File: src/inc/roi_window_defines.vh
// Purpose: Constants for the region-of-interest window configuration block
// Assumes: APB slave with 32-bit data, one register per aligned word
// Notes: Printed offsets are word indices; byte address is four times the index
`ifndef ROI_WINDOW_DEFINES_VH
`define ROI_WINDOW_DEFINES_VH

// Printed register indices (windows 6 to 8)
`define IDX_V_SIZE_ROW6 10'h03e
`define IDX_H_POS_COL7 10'h040
`define IDX_V_POS_ROW7 10'h042
`define IDX_H_SIZE_COL7 10'h044
`define IDX_V_SIZE_ROW7 10'h046
`define IDX_H_POS_COL8 10'h048
`define IDX_V_POS_ROW8 10'h04a
`define IDX_H_SIZE_COL8 10'h04c
`define IDX_V_SIZE_ROW8 10'h04e

// Coined registers, word indices
`define IDX_CONTROL 10'h060
`define IDX_LINE_CLOCKS 10'h061
`define IDX_LINES_PER_FRAME 10'h062
`define IDX_FRAME_CLOCKS 10'h063
`define IDX_STATUS 10'h064
`define IDX_H_WIDTH_SUM 10'h065

// Field widths and reset values
`define H_WIDTH 13
`define V_WIDTH 12
`define H_RESET 13'h0000
`define V_RESET 12'h000

// Constraint figures
`define H_LIMIT 16'h09a0
`define V_LIMIT 16'h0808
`define H_MIN_WIDE 16'h0102
`define H_MIN_NARROW 16'h0204
`define V_MIN_SUM 16'h0004
`define V_BLANK_LINES 16'h0026

// Line clock count loaded out of reset
`define LINE_CLOCKS_RESET 16'h015e

// Control fields
`define CTRL_REGION_EN 0
`define CTRL_BITS8 1
`define CTRL_APPLY 2
`define CTRL_DATA_RATE 3

`endif

File: src/roi_window_crop_config.v
// Purpose: Window registers, constraint checks and frame timing for region readout
// Assumes: Host writes windows 1 to 5 and window 6 position and width on the window ports; clk is the input clock
// Notes: Window set is shadowed and takes effect on an apply write
//
// Design decision made here: the APB register port.
`timescale 1ns/1ps
`default_nettype none
`include "roi_window_defines.vh"

// What this block does
// - Row 8 position applies to whole row
// - Column 8 width from its own field
// - Horizontal position is 13 bits wide
// - Vertical values 12 bits, reset zero
// - Frame lines equal heights plus 38
// - Frame period is lines times line period
// - Line period counted in input clocks
module roi_window_crop_config #(
    parameter NWIN = 8
) (
    // Clock and reset
    input wire clk,
    input wire rst_n,
    // APB slave
    input wire psel,
    input wire penable,
    input wire pwrite,
    input wire [11:0] paddr,
    input wire [31:0] pwdata,
    output reg [31:0] prdata,
    output reg pready,
    output reg pslverr,
    // Windows 1 to 5 and window 6 position and width from the rest of the register map, packed window 1 lowest
    input wire [5*`H_WIDTH-1:0] lowHPos,
    input wire [5*`H_WIDTH-1:0] lowHWidth,
    input wire [5*`V_WIDTH-1:0] lowVPos,
    input wire [5*`V_WIDTH-1:0] lowVHeight,
    input wire [`V_WIDTH-1:0] vPosRow6,
    input wire [`H_WIDTH-1:0] hPosCol6,
    input wire [`H_WIDTH-1:0] hWidthCol6,
    // Active window set and derived timing
    output reg [NWIN*`H_WIDTH-1:0] activeHPos,
    output reg [NWIN*`H_WIDTH-1:0] activeHWidth,
    output reg [NWIN*`V_WIDTH-1:0] activeVPos,
    output reg [NWIN*`V_WIDTH-1:0] activeVHeight,
    output reg [15:0] linesPerFrame,
    output reg [31:0] frameClocks,
    output reg configValid,
    output reg regionEnable
);

    // Software-visible window registers for indices 6 to 8
    reg [`V_WIDTH-1:0] vSizeRow6;
    reg [`H_WIDTH-1:0] hPosCol7;
    reg [`V_WIDTH-1:0] vPosRow7;
    reg [`H_WIDTH-1:0] hSizeCol7;
    reg [`V_WIDTH-1:0] vSizeRow7;
    reg [`H_WIDTH-1:0] hPosCol8;
    reg [`V_WIDTH-1:0] vPosRow8;
    reg [`H_WIDTH-1:0] hSizeCol8;
    reg [`V_WIDTH-1:0] vSizeRow8;
    reg ctlRegion;
    reg ctlBits8;
    reg dataRate;
    reg [15:0] lineClocks;
    reg applyPending;

    wire [9:0] wordIdx;
    wire access;
    wire wrEn;
    assign wordIdx = paddr[11:2];
    assign access = psel & penable & ~pready;
    assign wrEn = access & pwrite;

    // Gather current window set, window 1 lowest
    wire [NWIN*`H_WIDTH-1:0] curHPos;
    wire [NWIN*`H_WIDTH-1:0] curHWidth;
    wire [NWIN*`V_WIDTH-1:0] curVPos;
    wire [NWIN*`V_WIDTH-1:0] curVHeight;
    assign curHPos = {hPosCol8, hPosCol7, hPosCol6, lowHPos};
    assign curHWidth = {hSizeCol8, hSizeCol7, hWidthCol6, lowHWidth};
    assign curVPos = {vPosRow8, vPosRow7, vPosRow6, lowVPos};
    assign curVHeight = {vSizeRow8, vSizeRow7, vSizeRow6, lowVHeight};

    // Per-window checks and running sums
    wire [NWIN-1:0] hOk;
    wire [NWIN-1:0] vOk;
    wire [NWIN-1:0] alignOk;
    wire [15:0] hSum [0:NWIN];
    wire [15:0] vSum [0:NWIN];
    assign hSum[0] = 16'h0000;
    assign vSum[0] = 16'h0000;
    genvar i;
    generate
        for (i = 0; i < NWIN; i = i + 1) begin : win
            wire [`H_WIDTH-1:0] hPosW;
            wire [`H_WIDTH-1:0] hWidW;
            wire [`V_WIDTH-1:0] vPosW;
            wire [`V_WIDTH-1:0] vHgtW;
            wire [15:0] hEnd;
            wire [15:0] vEnd;
            wire [15:0] hNext;
            wire [15:0] vNext;
            assign hPosW = curHPos[i*`H_WIDTH +: `H_WIDTH];
            assign hWidW = curHWidth[i*`H_WIDTH +: `H_WIDTH];
            assign vPosW = curVPos[i*`V_WIDTH +: `V_WIDTH];
            assign vHgtW = curVHeight[i*`V_WIDTH +: `V_WIDTH];
            // Widened first so an end sum cannot wrap past the limit
            assign hEnd = {3'h0, hPosW} + {3'h0, hWidW};
            assign vEnd = {4'h0, vPosW} + {4'h0, vHgtW};
            if (i == NWIN - 1) begin : last
                assign hNext = `H_LIMIT;
                assign vNext = `V_LIMIT;
            end else begin : mid
                assign hNext = {3'h0, curHPos[(i+1)*`H_WIDTH +: `H_WIDTH]};
                assign vNext = {4'h0, curVPos[(i+1)*`V_WIDTH +: `V_WIDTH]};
            end
            assign hOk[i] = hEnd < hNext;
            assign vOk[i] = vEnd < vNext;
            // Granularity is not forced on write; a misaligned set clears the valid flag
            assign alignOk[i] = (hPosW[1:0] == 2'h0) && (hWidW[1:0] == 2'h0)
                && (vPosW[1:0] == 2'h0) && (vHgtW[1:0] == 2'h0);
            assign hSum[i+1] = hSum[i] + {3'h0, hWidW};
            assign vSum[i+1] = vSum[i] + {4'h0, vHgtW};
        end
    endgenerate

    wire hMinOk;
    wire vMinOk;
    wire alignAll;
    wire orderOk;
    wire sizeOk;
    wire allOk;
    wire [15:0] next_linesPerFrame;
    wire [31:0] next_frameClocks;
    assign hMinOk = hSum[NWIN] >= (ctlBits8 ? `H_MIN_NARROW : `H_MIN_WIDE);
    assign vMinOk = vSum[NWIN] >= `V_MIN_SUM;
    assign alignAll = &alignOk;
    assign orderOk = (&hOk) & (&vOk);
    assign sizeOk = hMinOk & vMinOk;
    // A failing set still applies; the cleared valid flag keeps readout off
    assign allOk = alignAll & orderOk & sizeOk;
    assign next_linesPerFrame = vSum[NWIN] + `V_BLANK_LINES;
    assign next_frameClocks = {16'h0000, linesPerFrame} * {16'h0000, lineClocks};

    // Read data for the addressed word; unmapped words answer with an error
    reg [31:0] next_prdata;
    reg next_pslverr;
    always @* begin
        next_prdata = 32'h00000000;
        next_pslverr = 1'b0;
        case (wordIdx)
            `IDX_V_SIZE_ROW6: begin
                next_prdata = {20'h00000, vSizeRow6};
            end
            `IDX_H_POS_COL7: begin
                next_prdata = {19'h00000, hPosCol7};
            end
            `IDX_V_POS_ROW7: begin
                next_prdata = {20'h00000, vPosRow7};
            end
            `IDX_H_SIZE_COL7: begin
                next_prdata = {19'h00000, hSizeCol7};
            end
            `IDX_V_SIZE_ROW7: begin
                next_prdata = {20'h00000, vSizeRow7};
            end
            `IDX_H_POS_COL8: begin
                next_prdata = {19'h00000, hPosCol8};
            end
            `IDX_V_POS_ROW8: begin
                next_prdata = {20'h00000, vPosRow8};
            end
            `IDX_H_SIZE_COL8: begin
                next_prdata = {19'h00000, hSizeCol8};
            end
            `IDX_V_SIZE_ROW8: begin
                next_prdata = {20'h00000, vSizeRow8};
            end
            `IDX_CONTROL: begin
                // Apply is a strobe and reads back as zero
                next_prdata = {28'h0000000, dataRate, 1'b0, ctlBits8, ctlRegion};
            end
            `IDX_LINE_CLOCKS: begin
                next_prdata = {16'h0000, lineClocks};
            end
            `IDX_LINES_PER_FRAME: begin
                next_prdata = {16'h0000, linesPerFrame};
            end
            `IDX_FRAME_CLOCKS: begin
                next_prdata = frameClocks;
            end
            `IDX_STATUS: begin
                next_prdata = {27'h0000000, alignAll, vMinOk, hMinOk, &vOk, &hOk};
            end
            `IDX_H_WIDTH_SUM: begin
                next_prdata = {16'h0000, hSum[NWIN]};
            end
            default: begin
                next_pslverr = 1'b1;
            end
        endcase
    end

    // One wait state: the answer is registered from the taken edge
    always @(posedge clk or negedge rst_n) begin
        if (!rst_n) begin
            pready <= 1'b0;
            pslverr <= 1'b0;
            prdata <= 32'h00000000;
        end else begin
            pready <= access;
            pslverr <= access & next_pslverr;
            if (access) begin
                prdata <= next_prdata;
            end
        end
    end

    // Horizontal window registers; write bits above the field are dropped
    always @(posedge clk or negedge rst_n) begin
        if (!rst_n) begin
            hPosCol7 <= `H_RESET;
            hSizeCol7 <= `H_RESET;
            hPosCol8 <= `H_RESET;
            hSizeCol8 <= `H_RESET;
        end else if (wrEn) begin
            case (wordIdx)
                `IDX_H_POS_COL7: begin
                    hPosCol7 <= pwdata[`H_WIDTH-1:0];
                end
                `IDX_H_SIZE_COL7: begin
                    hSizeCol7 <= pwdata[`H_WIDTH-1:0];
                end
                `IDX_H_POS_COL8: begin
                    hPosCol8 <= pwdata[`H_WIDTH-1:0];
                end
                `IDX_H_SIZE_COL8: begin
                    hSizeCol8 <= pwdata[`H_WIDTH-1:0];
                end
                default: begin
                end
            endcase
        end
    end

    // Vertical window registers, all zero out of reset
    always @(posedge clk or negedge rst_n) begin
        if (!rst_n) begin
            vSizeRow6 <= `V_RESET;
            vPosRow7 <= `V_RESET;
            vSizeRow7 <= `V_RESET;
            vPosRow8 <= `V_RESET;
            vSizeRow8 <= `V_RESET;
        end else if (wrEn) begin
            case (wordIdx)
                `IDX_V_SIZE_ROW6: begin
                    vSizeRow6 <= pwdata[`V_WIDTH-1:0];
                end
                `IDX_V_POS_ROW7: begin
                    vPosRow7 <= pwdata[`V_WIDTH-1:0];
                end
                `IDX_V_SIZE_ROW7: begin
                    vSizeRow7 <= pwdata[`V_WIDTH-1:0];
                end
                `IDX_V_POS_ROW8: begin
                    vPosRow8 <= pwdata[`V_WIDTH-1:0];
                end
                `IDX_V_SIZE_ROW8: begin
                    vSizeRow8 <= pwdata[`V_WIDTH-1:0];
                end
                default: begin
                end
            endcase
        end
    end

    // Control and line period; apply lives for one cycle only
    always @(posedge clk or negedge rst_n) begin
        if (!rst_n) begin
            ctlRegion <= 1'b0;
            ctlBits8 <= 1'b0;
            dataRate <= 1'b0;
            lineClocks <= `LINE_CLOCKS_RESET;
            applyPending <= 1'b0;
        end else begin
            applyPending <= 1'b0;
            if (wrEn) begin
                case (wordIdx)
                    `IDX_CONTROL: begin
                        ctlRegion <= pwdata[`CTRL_REGION_EN];
                        ctlBits8 <= pwdata[`CTRL_BITS8];
                        dataRate <= pwdata[`CTRL_DATA_RATE];
                        applyPending <= pwdata[`CTRL_APPLY];
                    end
                    `IDX_LINE_CLOCKS: begin
                        // Host loads the count matching data rate and channel count
                        lineClocks <= pwdata[15:0];
                    end
                    default: begin
                    end
                endcase
            end
        end
    end

    // Shadow set: readout sees a complete window set only after apply
    always @(posedge clk or negedge rst_n) begin
        if (!rst_n) begin
            activeHPos <= {NWIN*`H_WIDTH{1'b0}};
            activeHWidth <= {NWIN*`H_WIDTH{1'b0}};
            activeVPos <= {NWIN*`V_WIDTH{1'b0}};
            activeVHeight <= {NWIN*`V_WIDTH{1'b0}};
            linesPerFrame <= `V_BLANK_LINES;
            configValid <= 1'b0;
        end else if (applyPending) begin
            // One position per column and per row covers the whole grid line
            activeHPos <= curHPos;
            activeHWidth <= curHWidth;
            activeVPos <= curVPos;
            activeVHeight <= curVHeight;
            linesPerFrame <= next_linesPerFrame;
            configValid <= allOk;
        end
    end

    // Frame timing and enable trail the applied set by one cycle
    always @(posedge clk or negedge rst_n) begin
        if (!rst_n) begin
            frameClocks <= 32'h00000000;
            regionEnable <= 1'b0;
        end else begin
            frameClocks <= next_frameClocks;
            regionEnable <= ctlRegion & configValid;
        end
    end

endmodule
`default_nettype wire

File: config.mk
export PLATFORM = sky130hd
export DESIGN_NAME = roi_window_crop_config
export DESIGN_NICKNAME = d
export VERILOG_FILES = /design/src/roi_window_crop_config.v
export VERILOG_INCLUDE_DIRS = /design/src /design/src/inc
export SDC_FILE = /design/constraint.sdc
export NUM_CORES = 2
export LEC_CHECK = 0
export ABC_CLOCK_PERIOD_IN_PS = 5800
export BUFFER_PORTS_ARGS = -buffer_cell sky130_fd_sc_hd__buf_2
export CAP_MARGIN = 0
export CORE_AREA = 2 2 316 318
export DETAILED_ROUTE_END_ITERATION = 7
export DIE_AREA = 0 0 318 320
export PLACE_DENSITY = 0.85
export SETUP_SLACK_MARGIN = 0.05
export SLEW_MARGIN = 20
export SYNTH_ARGS = -nofsm -noshare
export SYNTH_HDL_FRONTEND = slang
export SYNTH_SLANG_ARGS = --single-unit
File: constraint.sdc
create_clock -name clk -period 5.8 [get_ports clk]
set_clock_uncertainty 0.05 [all_clocks]
set_input_delay 1.16 -clock clk [delete_from_list [all_inputs] [get_ports clk]]
set_output_delay 1.16 -clock clk [all_outputs]
set_load 0.05 [all_outputs]
# Word level (Yosys, flattened, before mapping)

Cells that the tools add are included.

Bits in registers: 616
Output and inout port bits: 484
Logic and storage cells: 176

$add $sub $neg: 31
Multiply operators: 1
Order comparisons: 18
Equality and inequality tests: 15
Mux-type cells: 5
Bitwise operators: 10
Reductions and logical operators: 71

Operators by type and width:

| operator                                                                              | number |
|---|---|
| 32-bit case mux with 15 select lines                                                  | 1 |
| 10-bit by 7-bit equality test with 1-bit output (second input constant)               | 14 |
| 13-bit by 13-bit adder with 14-bit output                                             | 9 |
| 12-bit by 12-bit adder with 13-bit output                                             | 9 |
| 14-bit by 13-bit < comparator with 1-bit output                                       | 7 |
| 13-bit by 12-bit < comparator with 1-bit output                                       | 7 |
| 16-bit by 13-bit adder with 16-bit output                                             | 4 |
| 2-bit logical NOT                                                                     | 32 |
| 16-bit by 12-bit adder with 16-bit output                                             | 3 |
| 16-bit by 16-bit multiplier with 32-bit output                                        | 1 |
| 1-bit logical AND                                                                     | 24 |
| 8-bit AND reduction                                                                   | 3 |
| 2-bit AND reduction                                                                   | 11 |
| 15-bit by 12-bit adder with 16-bit output                                             | 1 |
| 15-bit by 13-bit adder with 16-bit output                                             | 1 |
| 16-bit by 6-bit adder with 16-bit output (second input constant)                      | 1 |
| 16-bit by 10-bit greater-or-equal comparator with 1-bit output                        | 1 |
| 16-bit by 3-bit greater-or-equal comparator with 1-bit output (second input constant) | 1 |
| 14-bit by 12-bit adder with 15-bit output                                             | 1 |
| 14-bit by 13-bit adder with 15-bit output                                             | 1 |
| 15-bit OR reduction                                                                   | 1 |
| 13-bit by 12-bit adder with 14-bit output                                             | 1 |
| 14-bit by 12-bit < comparator with 1-bit output (second input constant)               | 1 |
| 13-bit by 12-bit < comparator with 1-bit output (second input constant)               | 1 |
| other kinds (5)                                                                       | 15 |

# Logic depth before layout (Yosys ltp)

Depth in word-level cells: 10
Depth in mapped cells: 25

# Worst setup path after synthesis

OpenSTA, ideal clock, no wires.

Kind: flip-flop to flip-flop
Start: register linesPerFrame[10]
End: register frameClocks[28]
Library setup time: 0.080 ns
Data arrival time: 6.309 ns
Required time: 5.670 ns
Setup slack: -0.639 ns
Cell stages (with the launch flop): 25
Period minus slack after synthesis: 6.439 ns
Cell sequence: dfrtp_1 -> clkbuf_1 -> nand2_1 -> fa_1 -> inv_1 -> fa_1 -> inv_1 -> fa_1 -> fa_1 -> inv_1 -> fa_1 -> inv_1 -> fa_1 -> inv_1 -> ha_1 -> a21o_1 -> a21oi_1 -> o2111ai_1 -> a31oi_1 -> nor2_1 -> a2111oi_0 -> nor3_1 -> a21o_1 -> a21oi_1 -> xnor2_1

Cells in the longest elaborated chain, start to end: 1

RTL lines:

| item                                           | line                         | text |
|---|---|---|
| start: declaration                             | roi_window_crop_config.v:46  | `output reg [15:0] linesPerFrame,` |
| start signal: assignment                       | roi_window_crop_config.v:314 | `` linesPerFrame <= `V_BLANK_LINES; `` |
| start signal: assignment                       | roi_window_crop_config.v:322 | `linesPerFrame <= next_linesPerFrame;` |
| 16-bit by 16-bit multiplier with 32-bit output | roi_window_crop_config.v:144 | `assign next_frameClocks = {16'h0000, linesPerFrame} * {16'h0000, lineClocks};` |
| via next_frameClocks[28]                       | roi_window_crop_config.v:135 | `wire [31:0] next_frameClocks;` |
| end signal: assignment                         | roi_window_crop_config.v:333 | `frameClocks <= next_frameClocks;` |
| end: declaration                               | roi_window_crop_config.v:47  | `output reg [31:0] frameClocks,` |

The timed path passes the listed nets, and every way through them passes these cells.
A chain may end at the register's enable or synchronous reset.

# Worst setup path after layout

Start: register lineClocks[4]
End: register frameClocks[29]

Cells in the longest elaborated chain, start to end: 1

RTL lines:

| item                                           | line                         | text |
|---|---|---|
| start: declaration                             | roi_window_crop_config.v:65  | `reg [15:0] lineClocks;` |
| start signal: assignment                       | roi_window_crop_config.v:284 | `` lineClocks <= `LINE_CLOCKS_RESET; `` |
| start signal: assignment                       | roi_window_crop_config.v:298 | `lineClocks <= pwdata[15:0];` |
| 16-bit by 16-bit multiplier with 32-bit output | roi_window_crop_config.v:144 |  |
| via next_frameClocks[29]                       | roi_window_crop_config.v:135 |  |

The timed path passes the listed nets, and every way through them passes these cells.

==> impl_metrics.toml <==
[outcome]
status = "complete, but fails checks"
violations_in_the_final_reports = "negative setup slack"

[timing]
slew_viol_final = 0
final-setup-viol-count = 11
timing.max_slew.rel_slack_pct = 18.88
fin_crit_ns = 6.177
hold-worst-slack_ns = 0.4116
hold_viol = 0
worstMarginPinSlew_ns = 1.206
totalNegativeSetupSlack_ns = -2.668
setup_slack_ns = -0.3774
max_clk_rate_mhz = 161.9
grt_setup_unrepaired = "true"
fin_crit_sh_pct = 106.5

[worst_setup_path]
timing.rr.start = "lineClocks[4]"
cp_data_required_time_ns = 6.29
crit_path_end_kind = "flip-flop"
path_max_fanout = 5
r2r_slack_ns = -0.38
cp.arrival_ns = 6.67
critPathKind = "reg -> reg"
source_of_the_critical_timing_path = "lineClocks[4]"
worst_setup_path_start_kind = "flip-flop"

[synth]
avgSynthCellArea_um2 = 10.47
yosys_warnings = 0
synth.net_count = 5855
synth_async_sr_flop_share_pct = 100.0
synth_area_um2 = 48810
netlist_instances = 4663
yosysSeqAreaShare_pct = 31.61
postSynthRegisterBits = 616
synth_ff_type = "sky130_fd_sc_hd__dfrtp_1"
synth_cell_types = 83
synth_edf_count = 0

[floorplan]
die_height_um = 320
die_w_um = 318
io-pin-count = 821
core_region_area_um2 = 97990
starting_utilization_of_the_core_area_pct = 49.81
fp-row-count = 115
dieArea_um2 = 101800

[routing]
viasPerCell = 5.797
post-route-drc-count = 0
routed-via-count = 42140
initialDrtViolationCount = 3395
iteration_count_of_the_initial_detailed_routing_pass = 6
finalWirelength_mm = 190.2
antenna_violating_nets_left = 0
routedWlPerCell_um = 26.16

[power]
power_density_nw_per_um2 = 249.4
p_leak_nw = 33.35
peakVddDrop_v = 0.0002700

[finish]
multi_input_area_um2 = 31060
mostFrequentLayoutCells = "sky130_fd_sc_hd__buf_2 (792), sky130_fd_sc_hd__inv_1 (683), sky130_fd_sc_hd__dfrtp_1 (594)"
final.fill_count = 7746
final_cell_area_um2 = 61430
flow.area_growth_from_synthesis_pct = 25.87
seqCellArea_um2 = 15460
final_common_cell = "sky130_fd_sc_hd__buf_2"
layout-drive-gt1-share_pct = 35.90
nNetsFinal = 7096

[clock_network]
clockRootBuffer = "sky130_fd_sc_hd__clkbuf_16"
h-tree-depth = 3
insertion_delay_ns = 0.68
clk_path_buf_depth = 3
clock-sinks = 616
clk_transition_reported_paths_ns = 0.06
cts-buffers-inserted = 75
tritoncts = "done"

[global_routing]
grt_max_degree = 158
first_global_vias = 43860
grt_first_pass_wirelength_mm = 278.6
grt-ovfl-total = 0
grt_antenna_before_repair = 35
groute.usage.overall_pct = 36.94

[placed_design]
dpl.hpwl_mm = 152.3
globalplace.congestion = 0.9987
port_buffers = 802
placement.cell_area_um2 = 57790

[flow_run]
max_cap_violations = 0

[worst_hold_path]
hp-class = "reg -> reg"
hold_start = "prdata[26]"
## power breakdown
group | internal [mW] | switching, mW | total [mW]
clock | 2.85 | 2.06 | 4.92
combinational | 2.82 | 3.24 | 6.05
sequential | 4.32 | 0.0270 | 4.35
total | 9.99 | 5.33 | 15.3
## layout make-up
cell class / count / area share (%)
Inverter: 701 / 4.300
Multi-Input combinational cell: 3209 / 50.57
Timing Repair Buffer: 1301 / 13.14
Antenna cell: 20 / 0.08147
Clock inverter: 28 / 0.5927
Sequential cell: 616 / 25.16
Clock buffer: 108 / 3.536
Tap cell: 1287 / 2.621
## layer usage
layer  track usage, %  vias up  wire length [um]
li1                 -    18300                 -
met1            41.98    20970             67130
met2            60.92     2235             89470
met3            10.64      614             18980
met4            24.11       26             14460
met5                0        -               161
## cells in the mapped netlist (63+ instances only)
cell                       number  share of area (%)
sky130_fd_sc_hd__xnor2_1      152                2.7
sky130_fd_sc_hd__a21o_1        70                1.1
sky130_fd_sc_hd__nand3_1       69               0.71
sky130_fd_sc_hd__and2_1       121                1.6
sky130_fd_sc_hd__fa_1         356                 15
sky130_fd_sc_hd__clkbuf_1     120               0.92
sky130_fd_sc_hd__dfrtp_1      607                 31
sky130_fd_sc_hd__nor3_1        63               0.65
sky130_fd_sc_hd__ha_1         499                 13
sky130_fd_sc_hd__inv_1        700                5.4
sky130_fd_sc_hd__o21ai_0      106                1.1
sky130_fd_sc_hd__mux2_2       526                 12
sky130_fd_sc_hd__nand2_1      291                2.2
sky130_fd_sc_hd__a21oi_1      184                1.9
sky130_fd_sc_hd__nor2_1       195                1.5
## cell families after synthesis
family                   count (synthesis)  share of synthesized area [%]
buffers and inverters                  838                          6.463
adder cells (fa/ha/maj)                855                          27.40
XOR/XNOR                               196                          3.517
AND/OR/NAND/NOR                        951                          9.516
AO/OA/AOI/OAI                          664                          9.016
multiplexers                           543                          12.48
flip-flops                             616                          31.61
## state kept, by name, indices dropped and copies added (netlist names), 12 cells and up
name / count
vPosRow8: 12
activeHPos: 104
hPosCol7: 13
hSizeCol8: 13
vPosRow7: 12
vSizeRow7: 12
activeVHeight: 96
vSizeRow8: 12
hPosCol8: 13
hSizeCol7: 13
prdata: 32
frameClocks: 32
activeVPos: 96
lineClocks: 16
linesPerFrame: 16
vSizeRow6: 12
activeHWidth: 104
## repair_timing
item | 4_1_cts | 5_1_grt
pin swaps | 43 | 44
endpoints found under the setup margin | 14 | 24
gates resized for setup | 66 | 103
hold buffers | 0 | 0
buffers inserted | 24 | 19
## through the flow
step                setup WS [ns]  power (mW)  util, %  std cells
finish                    -0.3774       15.32    62.69       7270
global route              -0.5482       16.07    62.69       7268
CTS                       -0.3012       15.14    62.04       7233
detailed placement        -0.7971       10.17    58.97       7073
global placement          -0.6721       10.05    58.96       7073
floorplan                -0.05326       7.491        -       4663
## worst max-delay path, stage by stage (launching register included)
cell,delay (ns)
sky130_fd_sc_hd__dfstp_2,0.59
sky130_fd_sc_hd__buf_12,0.13
sky130_fd_sc_hd__nand2_4,0.04
sky130_fd_sc_hd__fa_1,0.56
sky130_fd_sc_hd__inv_1,0.06
sky130_fd_sc_hd__fa_1,0.49
sky130_fd_sc_hd__inv_2,0.04
sky130_fd_sc_hd__fa_1,0.50
sky130_fd_sc_hd__fa_1,0.52
sky130_fd_sc_hd__inv_2,0.04
sky130_fd_sc_hd__fa_1,0.48
sky130_fd_sc_hd__inv_1,0.05
sky130_fd_sc_hd__fa_1,0.49
sky130_fd_sc_hd__inv_2,0.05
sky130_fd_sc_hd__ha_4,0.28
sky130_fd_sc_hd__buf_6,0.10
sky130_fd_sc_hd__nand3_4,0.08
sky130_fd_sc_hd__nand2b_4,0.16
sky130_fd_sc_hd__o41ai_4,0.33
sky130_fd_sc_hd__a211o_4,0.21
sky130_fd_sc_hd__o311ai_4,0.10
sky130_fd_sc_hd__a41o_1,0.28
sky130_fd_sc_hd__o21bai_1,0.19
sky130_fd_sc_hd__a21oi_2,0.09
sky130_fd_sc_hd__xnor2_1,0.13
## worst paths after layout
kind,depth (start not counted),endpoint
max in group asynchronous,2,activeVHeight[26]
max,24,frameClocks[29]
max reg2reg,24,frameClocks[29]
min reg2reg,2,prdata[26]
min in group asynchronous,1,activeHPos[5]
min,2,prdata[26]
(Power assumes the default switching activity.)
